`config.mk`:
```
export PLATFORM = sky130hd
export DESIGN_NAME = hbp_host_bus_port
export DESIGN_NICKNAME = d
export VERILOG_FILES = /design/src/design/hbp_pkg.sv /design/src/design/hbp_stream_if.sv /design/src/design/hbp_fifo.sv /design/src/design/hbp_packer.sv /design/src/design/hbp_host_bus_port.sv
export SDC_FILE = /design/constraint.sdc
export NUM_CORES = 1
export LEC_CHECK = 0
export BUFFER_PORTS_ARGS = -buffer_cell sky130_fd_sc_hd__buf_2
export CORE_ASPECT_RATIO = 0.8
export CORE_MARGIN = 1.5
export CORE_UTILIZATION = 58
export DETAILED_ROUTE_END_ITERATION = 8
export GPL_TIMING_DRIVEN = 0
export PLACE_DENSITY = 0.79
export SYNTH_ARGS = -nofsm -noshare
export SYNTH_HDL_FRONTEND = slang
export SYNTH_SLANG_ARGS = --single-unit
export TNS_END_PERCENT = 30
```
`constraint.sdc`:
```
create_clock -name I_CLK -period 2.9 [get_ports I_CLK]
set_input_delay 0.145 -clock I_CLK [delete_from_list [all_inputs] [get_ports I_CLK]]
set_output_delay 0.145 -clock I_CLK [all_outputs]
set_load 0.03 [all_outputs]
```
`src/design/hbp_pkg.sv`:
```
/*
  Shared constants, state type and byte-lane helpers for the host bus port.
  Assumes a single 100 MHz clock and a synchronous, active-low reset.
*/
package hbp_pkg;

  localparam int         BUS_W         = 32;
  localparam int         CSR_W         = 16;
  localparam int         BYTE_W        = 8;
  localparam int         ADDR_W        = 4;
  localparam int         FIFO_DEPTH    = 16;
  localparam logic [3:0] QUEUE_ADDR    = 4'h0;
  localparam int         MUX_ADDR_LSB  = 2;
  localparam int         CLK_PERIOD_NS = 10;
  localparam int         RST_MIN_NS    = 16;
  localparam int         RST_MIN_CYC   =
    (RST_MIN_NS + CLK_PERIOD_NS - 1) / CLK_PERIOD_NS;
  localparam logic [3:0] RST_MIN_CNT   = 4'(RST_MIN_CYC);
  localparam logic [1:0] LAST_LANE_16  = 2'h1;
  localparam logic [1:0] LAST_LANE_32  = 2'h3;

  typedef enum logic [1:0]
  {
    HC_RESET  = 2'h0,
    HC_IDLE   = 2'h1,
    HC_ACCESS = 2'h3
  } hbp_host_state_t;

  // Index of the last byte of a bus word for the latched width.
  function automatic logic [1:0] last_lane(input logic w32);
    return w32 ? LAST_LANE_32 : LAST_LANE_16;
  endfunction

  // Bus byte lane that carries network byte idx of a word.
  function automatic logic [1:0] byte_lane(input logic [1:0] idx,
                                           input logic       le,
                                           input logic       w32);
    return le ? idx : 2'(last_lane(w32) - idx);
  endfunction

  // Network byte idx taken out of a bus word.
  function automatic logic [7:0] lane_byte(input logic [31:0] word,
                                           input logic [1:0]  idx,
                                           input logic        le,
                                           input logic        w32);
    logic [1:0] lane;
    lane = byte_lane(idx, le, w32);
    return word[{lane, 3'h0} +: 8];
  endfunction

endpackage

```
`src/design/hbp_stream_if.sv`:
```
/*
  Byte stream carrier between the receive FIFO and the word packer.
  Assumes both ends run on the same clock.
*/
`timescale 1ns/10ps
`default_nettype none
interface hbp_stream_if #(parameter int W = 8) ();
  logic [W-1:0] data;
  logic         valid;
  logic         ready;
  modport src (output data, output valid, input ready);
  modport snk (input data, input valid, output ready);
endinterface
`default_nettype wire

```
`src/design/hbp_fifo.sv`:
```
/*
  Synchronous FIFO with valid and ready on both sides.
  Assumes one clock and a synchronous, active-low reset.
*/
`timescale 1ns/10ps
`default_nettype none
module hbp_fifo #(
  parameter int W     = 8,
  parameter int DEPTH = 16
) (
  input  wire logic         i_clk,
  input  wire logic         i_rst_n,
  input  wire logic [W-1:0] i_data,
  input  wire logic         i_valid,
  output logic              o_ready,
  hbp_stream_if.src         pop
);
  localparam int AW = $clog2(DEPTH);

  logic [W-1:0] mem [DEPTH];
  logic [AW:0]  wr_ptr;
  logic [AW:0]  rd_ptr;
  logic         full;
  logic         empty;
  logic         do_push;
  logic         do_pop;

  assign full    = (wr_ptr[AW] != rd_ptr[AW]) &&
                   (wr_ptr[AW-1:0] == rd_ptr[AW-1:0]);
  assign empty   = (wr_ptr == rd_ptr);
  assign o_ready = !full;
  assign do_push = i_valid && !full;
  assign do_pop  = pop.ready && !empty;
  assign pop.valid = !empty;
  assign pop.data  = mem[rd_ptr[AW-1:0]];

  always_ff @(posedge i_clk)
  begin
    if (do_push)
    begin
      mem[wr_ptr[AW-1:0]] <= i_data;
    end
  end

  always_ff @(posedge i_clk)
  begin
    if (!i_rst_n)
    begin
      wr_ptr <= '0;
      rd_ptr <= '0;
    end
    else
    begin
      if (do_push)
      begin
        wr_ptr <= wr_ptr + 1'b1;
      end
      if (do_pop)
      begin
        rd_ptr <= rd_ptr + 1'b1;
      end
    end
  end
endmodule
`default_nettype wire

```
`src/design/hbp_packer.sv`:
```
/*
  Packs the network-order byte stream into host bus words.
  Assumes the width and byte order inputs stay constant outside reset.
*/
`timescale 1ns/10ps
`default_nettype none
module hbp_packer (
  input  wire logic        i_clk,
  input  wire logic        i_rst_n,
  input  wire logic        i_w32,
  input  wire logic        i_le,
  hbp_stream_if.snk        s,
  input  wire logic        i_pop,
  output logic [31:0]      o_word,
  output logic             o_valid
);
  logic [1:0]  idx;
  logic [1:0]  lane;
  logic [31:0] acc;
  logic [31:0] next_word;
  logic        take;
  logic        last;

  assign s.ready = !o_valid;
  assign take    = s.valid && !o_valid;
  assign last    = (idx == hbp_pkg::last_lane(i_w32));
  assign lane    = hbp_pkg::byte_lane(idx, i_le, i_w32); // RL8

  always_comb
  begin
    next_word = acc;
    next_word[{lane, 3'h0} +: 8] = s.data; // RL9 RL10 RL11 RL12
  end

  always_ff @(posedge i_clk)
  begin
    if (!i_rst_n)
    begin
      idx <= 2'h0;
      acc <= 32'h0;
    end
    else if (take)
    begin
      idx <= last ? 2'h0 : 2'(idx + 2'h1);
      acc <= last ? 32'h0 : next_word;
    end
  end

  always_ff @(posedge i_clk)
  begin
    if (!i_rst_n)
    begin
      o_word  <= 32'h0;
      o_valid <= 1'b0;
    end
    else if (take && last)
    begin
      o_word  <= next_word;
      o_valid <= 1'b1;
    end
    else if (i_pop)
    begin
      o_valid <= 1'b0;
    end
  end

  a_pack_hold: assert property ( // RL8
    @(posedge i_clk) disable iff (!i_rst_n)
    o_valid && !i_pop |=> o_valid && $stable(o_word))
    else $error("Packed word changed before it was read.");

  a_pack_fill: assert property ( // RL3
    @(posedge i_clk) disable iff (!i_rst_n)
    $rose(o_valid) |-> $past(idx) == hbp_pkg::last_lane(i_w32))
    else $error("Word completed with the wrong byte count.");
endmodule
`default_nettype wire

```
`src/design/hbp_host_bus_port.sv`:
```
/*
  Host bus port: strap capture, bus shape, register and queue data lanes.
  Assumes host strobes and pins are synchronous to I_CLK.
*/
`timescale 1ns/10ps
`default_nettype none
// Contract
// [RL1] Capture multiplex select at reset release
// [RL2] Zero separate buses, one shared address/data
// [RL3] Latch width strap, run 16 or 32 bits
// [RL4] Latch byte order strap for queue data
// [RL5] D0 is LSB, MSB per width
// [RL6] Register data never byte swapped
// [RL7] Registers use D15 to D0 only
// [RL8] Queue data packed bytewise in network order
// [RL9] Big endian 16: first byte high
// [RL10] Big endian 32: first byte top lane
// [RL11] Little endian 16: first byte low
// [RL12] Little endian 32: first byte bottom lane
// [RL13] Reset low long enough before strap latch
// [RL14] Straps fixed until next reset release
module hbp_host_bus_port (
  input  wire logic        I_CLK,
  input  wire logic        I_RST_N,
  input  wire logic        I_BUS_MUX_SEL,
  input  wire logic        I_SIZE32_STRAP,
  input  wire logic        I_BYTE_ORDER_STRAP,
  input  wire logic        I_HOST_CS_N,
  input  wire logic        I_HOST_RD_N,
  input  wire logic        I_HOST_WR_N,
  input  wire logic        I_HOST_ALE,
  input  wire logic [3:0]  I_HOST_ADDR,
  input  wire logic [31:0] I_HOST_D,
  output logic [31:0]      O_HOST_D,
  output logic             O_HOST_D_OE,
  input  wire logic [7:0]  I_RXQ_BYTE,
  input  wire logic        I_RXQ_VALID,
  output logic             O_RXQ_READY,
  output logic [7:0]       O_TXQ_BYTE,
  output logic             O_TXQ_VALID,
  input  wire logic        I_TXQ_READY,
  output logic             O_TXQ_DROP,
  output logic             O_CSR_REQ,
  output logic             O_CSR_WE,
  output logic [3:0]       O_CSR_ADDR,
  output logic [15:0]      O_CSR_WDATA,
  input  wire logic [15:0] I_CSR_RDATA,
  output logic             O_READY,
  output logic             O_MUX_MODE,
  output logic             O_WIDTH32,
  output logic             O_LITTLE_ENDIAN
);
  hbp_pkg::hbp_host_state_t state;

  logic        rst_q;
  logic [3:0]  rst_cnt;
  logic        latch_now;
  logic        host_acc;
  logic        start;
  logic        rd_start;
  logic        wr_start;
  logic        is_queue;
  logic [3:0]  addr;
  logic [31:0] pk_word;
  logic        pk_valid;
  logic        pk_pop;
  logic [31:0] tx_word;
  logic [1:0]  tx_idx;
  logic [1:0]  next_tx_idx;
  logic [31:0] next_tx_word;

  hbp_stream_if #(.W(hbp_pkg::BYTE_W)) rxs ();

  hbp_fifo #(
    .W     (hbp_pkg::BYTE_W),
    .DEPTH (hbp_pkg::FIFO_DEPTH)
  ) u_rx_fifo (
    .i_clk   (I_CLK),
    .i_rst_n (I_RST_N),
    .i_data  (I_RXQ_BYTE),
    .i_valid (I_RXQ_VALID),
    .o_ready (O_RXQ_READY),
    .pop     (rxs)
  );

  hbp_packer u_packer (
    .i_clk   (I_CLK),
    .i_rst_n (I_RST_N),
    .i_w32   (O_WIDTH32),
    .i_le    (O_LITTLE_ENDIAN),
    .s       (rxs),
    .i_pop   (pk_pop),
    .o_word  (pk_word),
    .o_valid (pk_valid)
  );

  // Straps are taken only on the release of a long enough reset.
  assign latch_now = I_RST_N && !rst_q &&
                     (rst_cnt == hbp_pkg::RST_MIN_CNT); // RL13
  assign O_READY   = (state != hbp_pkg::HC_RESET);
  assign host_acc  = !I_HOST_CS_N && (!I_HOST_RD_N || !I_HOST_WR_N);
  assign start     = (state == hbp_pkg::HC_IDLE) && host_acc;
  assign rd_start  = start && !I_HOST_RD_N;
  assign wr_start  = start && I_HOST_RD_N;
  assign is_queue  = (addr == hbp_pkg::QUEUE_ADDR);
  assign pk_pop    = rd_start && is_queue && pk_valid;
  assign O_CSR_ADDR  = addr;
  assign O_HOST_D_OE = (state == hbp_pkg::HC_ACCESS) &&
                       !I_HOST_CS_N && !I_HOST_RD_N;
  assign next_tx_idx  = 2'(tx_idx + 2'h1);
  assign next_tx_word = O_WIDTH32 ? I_HOST_D : {16'h0, I_HOST_D[15:0]};

  always_ff @(posedge I_CLK)
  begin
    if (!I_RST_N)
    begin
      rst_q <= 1'b0;
      if (rst_cnt != hbp_pkg::RST_MIN_CNT)
      begin
        rst_cnt <= 4'(rst_cnt + 4'h1); // RL13
      end
    end
    else
    begin
      rst_q   <= 1'b1;
      rst_cnt <= 4'h0;
    end
  end

  always_ff @(posedge I_CLK)
  begin
    if (!I_RST_N)
    begin
      O_MUX_MODE      <= 1'b0;
      O_WIDTH32       <= 1'b0;
      O_LITTLE_ENDIAN <= 1'b0;
    end
    else if (latch_now) // RL14
    begin
      O_MUX_MODE      <= I_BUS_MUX_SEL; // RL1
      O_WIDTH32       <= I_SIZE32_STRAP; // RL3
      O_LITTLE_ENDIAN <= I_BYTE_ORDER_STRAP; // RL4
    end
  end

  always_ff @(posedge I_CLK)
  begin
    if (!I_RST_N)
    begin
      state <= hbp_pkg::HC_RESET;
    end
    else
    begin
      case (state)
        hbp_pkg::HC_RESET:
        begin
          if (latch_now)
          begin
            state <= hbp_pkg::HC_IDLE;
          end
        end
        hbp_pkg::HC_IDLE:
        begin
          if (host_acc)
          begin
            state <= hbp_pkg::HC_ACCESS;
          end
        end
        hbp_pkg::HC_ACCESS:
        begin
          if (!host_acc)
          begin
            state <= hbp_pkg::HC_IDLE;
          end
        end
        default:
        begin
          state <= hbp_pkg::HC_RESET;
        end
      endcase
    end
  end

  // The address follows I_HOST_ADDR, or is latched on ALE, while idle and is frozen during an access.
  always_ff @(posedge I_CLK)
  begin
    if (!I_RST_N)
    begin
      addr <= 4'h0;
    end
    else if (state == hbp_pkg::HC_IDLE && !host_acc)
    begin
      if (O_MUX_MODE) // RL2
      begin
        if (I_HOST_ALE)
        begin
          addr <= I_HOST_D[hbp_pkg::MUX_ADDR_LSB +: hbp_pkg::ADDR_W];
        end
      end
      else
      begin
        addr <= I_HOST_ADDR; // RL2
      end
    end
  end

  always_ff @(posedge I_CLK)
  begin
    if (!I_RST_N)
    begin
      O_HOST_D <= 32'h0;
    end
    else if (rd_start)
    begin
      if (is_queue)
      begin
        O_HOST_D <= pk_valid ? pk_word : 32'h0; // RL8 RL5
      end
      else
      begin
        O_HOST_D <= {16'h0, I_CSR_RDATA}; // RL6 RL7
      end
    end
  end

  always_ff @(posedge I_CLK)
  begin
    if (!I_RST_N)
    begin
      O_CSR_REQ   <= 1'b0;
      O_CSR_WE    <= 1'b0;
      O_CSR_WDATA <= 16'h0;
    end
    else
    begin
      O_CSR_REQ <= start && !is_queue;
      O_CSR_WE  <= wr_start && !is_queue;
      if (wr_start && !is_queue)
      begin
        O_CSR_WDATA <= I_HOST_D[15:0]; // RL6 RL7
      end
    end
  end

  // Queue writes are split into network-order bytes.
  always_ff @(posedge I_CLK)
  begin
    if (!I_RST_N)
    begin
      tx_word     <= 32'h0;
      tx_idx      <= 2'h0;
      O_TXQ_BYTE  <= 8'h0;
      O_TXQ_VALID <= 1'b0;
      O_TXQ_DROP  <= 1'b0;
    end
    else
    begin
      O_TXQ_DROP <= 1'b0;
      if (wr_start && is_queue)
      begin
        if (!O_TXQ_VALID)
        begin
          tx_word     <= next_tx_word;
          tx_idx      <= 2'h0;
          O_TXQ_VALID <= 1'b1;
          O_TXQ_BYTE  <= hbp_pkg::lane_byte(next_tx_word, 2'h0,
                           O_LITTLE_ENDIAN, O_WIDTH32); // RL9 RL10 RL11 RL12
        end
        else
        begin
          O_TXQ_DROP <= 1'b1;
        end
      end
      else if (O_TXQ_VALID && I_TXQ_READY)
      begin
        if (tx_idx == hbp_pkg::last_lane(O_WIDTH32))
        begin
          O_TXQ_VALID <= 1'b0;
        end
        else
        begin
          tx_idx     <= next_tx_idx;
          O_TXQ_BYTE <= hbp_pkg::lane_byte(tx_word, next_tx_idx,
                          O_LITTLE_ENDIAN, O_WIDTH32); // RL8
        end
      end
    end
  end

  a_strap_capture: assert property ( // RL1 RL3 RL4
    @(posedge I_CLK) disable iff (!I_RST_N)
    latch_now |=> O_MUX_MODE == $past(I_BUS_MUX_SEL) &&
      O_WIDTH32 == $past(I_SIZE32_STRAP) &&
      O_LITTLE_ENDIAN == $past(I_BYTE_ORDER_STRAP))
    else $error("Straps not captured at reset release.");

  a_strap_stable: assert property ( // RL14
    @(posedge I_CLK) disable iff (!I_RST_N)
    O_READY |=> $stable({O_MUX_MODE, O_WIDTH32, O_LITTLE_ENDIAN}))
    else $error("Strap setting changed during operation.");

  a_reset_min: assert property ( // RL13
    @(posedge I_CLK) disable iff (!I_RST_N)
    $rose(O_READY) |-> $past(rst_cnt) == hbp_pkg::RST_MIN_CNT)
    else $error("Port left reset after a too short pulse.");

  a_mux_addr: assert property ( // RL2
    @(posedge I_CLK) disable iff (!I_RST_N)
    O_MUX_MODE && I_HOST_ALE && state == hbp_pkg::HC_IDLE && !host_acc
    |=> O_CSR_ADDR == $past(I_HOST_D[5:2]))
    else $error("Multiplexed address not latched on ALE.");

  a_sep_addr: assert property ( // RL2
    @(posedge I_CLK) disable iff (!I_RST_N)
    !O_MUX_MODE && state == hbp_pkg::HC_IDLE && !host_acc
    |=> O_CSR_ADDR == $past(I_HOST_ADDR))
    else $error("Separate address bus not followed.");

  a_csr_no_swap: assert property ( // RL6 RL7
    @(posedge I_CLK) disable iff (!I_RST_N)
    rd_start && !is_queue ##1 O_HOST_D_OE
    |-> O_HOST_D == {16'h0, $past(I_CSR_RDATA)})
    else $error("Register read data not on low lanes unswapped.");

  a_csr_write_low: assert property ( // RL7
    @(posedge I_CLK) disable iff (!I_RST_N)
    wr_start && !is_queue |=> O_CSR_REQ && O_CSR_WE &&
      O_CSR_WDATA == $past(I_HOST_D[15:0]))
    else $error("Register write data not taken from D15 to D0.");

  a_q16_upper_zero: assert property ( // RL5
    @(posedge I_CLK) disable iff (!I_RST_N)
    rd_start && is_queue && !O_WIDTH32 |=> O_HOST_D[31:16] == 16'h0)
    else $error("Upper lanes driven in 16-bit mode.");

  a_q_read_word: assert property ( // RL8
    @(posedge I_CLK) disable iff (!I_RST_N)
    pk_pop |=> O_HOST_D == $past(pk_word) && !pk_valid)
    else $error("Queue read did not return and consume the word.");

  a_tx_first_byte: assert property ( // RL9 RL10 RL11 RL12
    @(posedge I_CLK) disable iff (!I_RST_N)
    wr_start && is_queue && !O_TXQ_VALID |=> O_TXQ_VALID &&
      O_TXQ_BYTE == (O_LITTLE_ENDIAN ? $past(I_HOST_D[7:0]) :
      (O_WIDTH32 ? $past(I_HOST_D[31:24]) : $past(I_HOST_D[15:8]))))
    else $error("First queue byte taken from the wrong lane.");

  c_le32_read: cover property (@(posedge I_CLK) disable iff (!I_RST_N)
    pk_pop && O_WIDTH32 && O_LITTLE_ENDIAN);
  c_be16_read: cover property (@(posedge I_CLK) disable iff (!I_RST_N)
    pk_pop && !O_WIDTH32 && !O_LITTLE_ENDIAN);
  c_tx_drop: cover property (@(posedge I_CLK) disable iff (!I_RST_N)
    O_TXQ_DROP);
  c_mux_csr: cover property (@(posedge I_CLK) disable iff (!I_RST_N)
    O_MUX_MODE && wr_start && !is_queue);
endmodule
`default_nettype wire

```
==> results.md <==
* Outcome: finished, final reports clean
* DP HPWL at 21790 microns
* Slew @ Worst Pin at about 1.1 ns
* Setup ws final at around 0.15 ns
* Largest net degree at the start of global routing at 17
* Async set-reset flop share out of synthesis at 0%
* Post-Synthesis Cells at 1031
* F_max at 363.7 MHz
* Static Leak at 6.056 nW
* CP Data Arrival Time at between 3 and 4 ns
* Worst hold start: I_RXQ_VALID
* Crit-path max cell delay at about 0.56 ns
* Worst skew pair latency at roughly 0.57 ns
* Drc violations at 0
* Share of layout cells above drive strength 1 at 22.07%
* Grt ovf at 0
* Drt initial violations at a little under 1k
* Die Width at ~170 microns
* Ys Warns at 0
* Row count at 48
* Reg-to-reg critical path endpoint: u_packer.acc[16]
* R2r worst-path depth at 8
* Pre-CTS setup slack at between 0.015 and 0.02 ns
* Synthesized area at between 0.01 and 0.015 sq mm
* Initial core utilization at between 50% and 60%
* Core area at about 0.022 sq mm
* Post-synth EDFFs at 128
* Vias in the first global route at between 9k and 10k
* Hold path depth at 4
* Worst-path clk slew at approximately 0.07 ns
* Fin. Hold Viols at 0
* TritonCTS Buffers at 30
* Crit share post-route at about 95%
* Die ar. at 0.02311 sq mm
* Vias per std cell at 5.994
* Max-slew headroom at a little under a quarter
* Primary FF master, synth: dfxtp_1
* Synth cell types at between 50 and 60
* Design Area, Final at around 0.016 sq mm
* Int Power at approximately 0.0084 W
* Max-Cap Viols at 0
* Total chip power at between 0.01 and 0.015 W
* Antenna violations before repair at 0
* WS Path Type: flop to flop
* Reg-to-Reg Start: O_LITTLE_ENDIAN
* CP Cell Sequence: buf_2 > xnor2_2 > inv_1 > ha_1 > nor3b_1 > and3_1 > nor3b_2 > a22o_1
* Cell at the slowest stage of the critical path: nor3b_2
* Clock root buffer: clkbuf_16
* Syn_area_per_cell at 12.49 sq um
* Vias at approximately 9.6k
* First-pass GRT wire length at 50930 microns
* PD cells at approximately 740 mW/mm^2
* Startpoint Class: flop
* Seq/Total Area, Yosys at about three fifths
* Sequential Power Share at 42.0%
* Crit. End Element: flop
* I/O Pins at 141
* CTS tree: done
* Worst-case clock buffer depth at 3
* Worst vdd ir at around 0.00051 V
* WL/cell at between 20 and 25 microns
* Clock Skew at 0.02357 ns
* Inserted Diodes at 0
* # clock sinks at 317
* H-tree levels at 1
* Max-slew violations at 0
* Die Height at approximately 140 microns
* Crit path time final at roughly 2.7 ns
* Setup TNS at 0 ns
* Comb power frac at approximately 20%
* Nets at 1355
* RSZ-0062 raised after global routing: false
* Clk network pwr share at a little under two fifths
* Initial DRT Pass Iterations at 5
* WP data required at ~3.4 ns
* Net Count, Synth at ~1.1k
* #FFs+latches synth at between 300 and 400
* Placer congestion estimate at between 0.8 and 0.9
* P_sw at 0.003353 W
* Port bufs at 140
* Worst hold margin at approximately 0.16 ns
* R2R Setup Slk at about 0.15 ns
* Crit path max fanout at 10
* Final setup fails at 0
* HP Class: primary input to flop
* Placed Instance Area at ~0.014 sq mm
* Hold Path Sink: u_rx_fifo.wr_ptr[1]
* WL final at approximately 33000 microns
* All-Layer GR Usage at between 20% and 30%
* Post-DRT Antenna Nets at 0
* Net Sw Frac at between 20 and 30%
* Layout area overhead at 22.76%
[worst max-delay path: cells and delay by family (launching register included)]
kind                       cells  cell delay, ns
DFF                            1            0.33
buffers and inverters          2            0.43
xor gates and xnor gates       1            0.34
adders and majority gates      1            0.30
and+or+nand+nor                3            1.05
AOI/OAI and AO/OA              1            0.23
[cell usage after synthesis, drive strengths merged, types with 3 or more instances]
cell	instances	area share, %
a21boi	34	2.0
a21oi	11	0.43
a221o	32	2.5
a22o	40	2.7
a22oi	16	0.93
and2	11	0.53
and3	3	0.15
buf	30	1.2
clkbuf	35	1.0
dfxtp	189	29
edfxtp	128	30
ha	12	1.2
inv	19	0.55
mux2i	41	3.2
mux4	40	7.0
nand2	92	2.7
nand2b	8	0.39
nand3	57	2.2
nand4	3	0.31
nor2	64	2.1
nor2b	37	1.8
nor3	22	1.0
nor4	3	0.31
o211a	20	1.6
o211ai	5	0.29
o21a	8	0.47
o21ai	25	1.0
o2bb2ai	8	0.54
xnor2	14	1.1
xor2	6	0.47
[through the flow]
step	util [%]	std cells
3_5_place_dp	64.36	1471
4_1_cts	72.76	1595
2_1_floorplan	-	1031
5_1_grt	72.92	1596
3_3_place_gp	64.36	1471
6_report	72.92	1596
[worst max path at each step]
stage                     cells after the start  slack, ns                  end       startpoint
after CTS                                     9      0.004  u_packer.o_word[19]  O_LITTLE_ENDIAN
after detailed placement                      8       0.02      u_packer.acc[8]  O_LITTLE_ENDIAN
after floorplan                               8       0.45     u_packer.acc[10]  O_LITTLE_ENDIAN
after global routing                          7       0.01     u_packer.acc[28]  O_LITTLE_ENDIAN
after global placement                        8       0.05     u_packer.acc[10]  O_LITTLE_ENDIAN
final                                         8       0.15     u_packer.acc[16]  O_LITTLE_ENDIAN
[sequential cells by signal, indices dropped and copies added, names as in the netlist, 2 cells and up, named ones only]
signal	cells
O_TXQ_BYTE	8
u_rx_fifo.rd_ptr	5
u_packer.o_word	32
u_packer.acc	32
tx_word	32
rst_cnt	4
u_rx_fifo.mem	128
O_HOST_D	32
u_packer.idx	2
O_CSR_WDATA	16
state	2
tx_idx	2
u_rx_fifo.wr_ptr	5
O_CSR_ADDR	4
[power groups by stage]
stage	combinational (W)	sequential (W)	clock (W)
after floorplan	0.00149	0.00503	0
after global placement	0.00215	0.00500	0
after detailed placement	0.00219	0.00501	0
after CTS	0.00230	0.00492	0.00446
after global routing	0.00249	0.00494	0.00463
final	0.00234	0.00492	0.00445
[cells by family after synthesis]
logic type,share of synthesized area [%]
flip-flops,59.22
AND/OR/NAND/NOR,12.19
AO/OA/AOI/OAI,12.74
buffers and inverters,2.817
multiplexers,10.30
XOR/XNOR,1.564
adder cells (fa/ha/maj),1.166
[cell type report]
type                    instances  area (sq um)
repair buffers                209          1389
flip-flops and latches        317          7627
clock inverters                23         360.3
plain buffers                  65         291.5
clock buffers                  33         772.0
well taps                     300         375.4
multi-input cells             630          4923
inverters                      19         71.32
fillers                      1378          5871
[what timing repair did]
action                     in CTS  in global routing
gates resized for setup         1                  5
setup endpoints to repair       8                 77
setup buffers                   0                  0
hold endpoints to repair      180                  0
hold buffers                   68                  0
[layer usage]
metal | vias to the layer above | share of wire (%) | track usage [%]
li1 | 4338 | - | -
met1 | 4700 | 43 | 40.49
met2 | 458 | 48 | 47.36
met3 | 71 | 7.1 | 3.988
met4 | 0 | 2.6 | 8.948
met5 | - | 0 | 0
[cell usage in the layout (no fill, tap or decap), drive strengths merged, types with 41 or more instances in the layout]
cell,synthesis,routed
edfxtp,128,128
clkbuf,35,69
mux2i,41,41
nand3,57,57
dfxtp,189,189
dlygate4sd3,0,68
buf,30,170
nor2,64,64
nand2,92,92
Power figures use the tool's default switching activity.
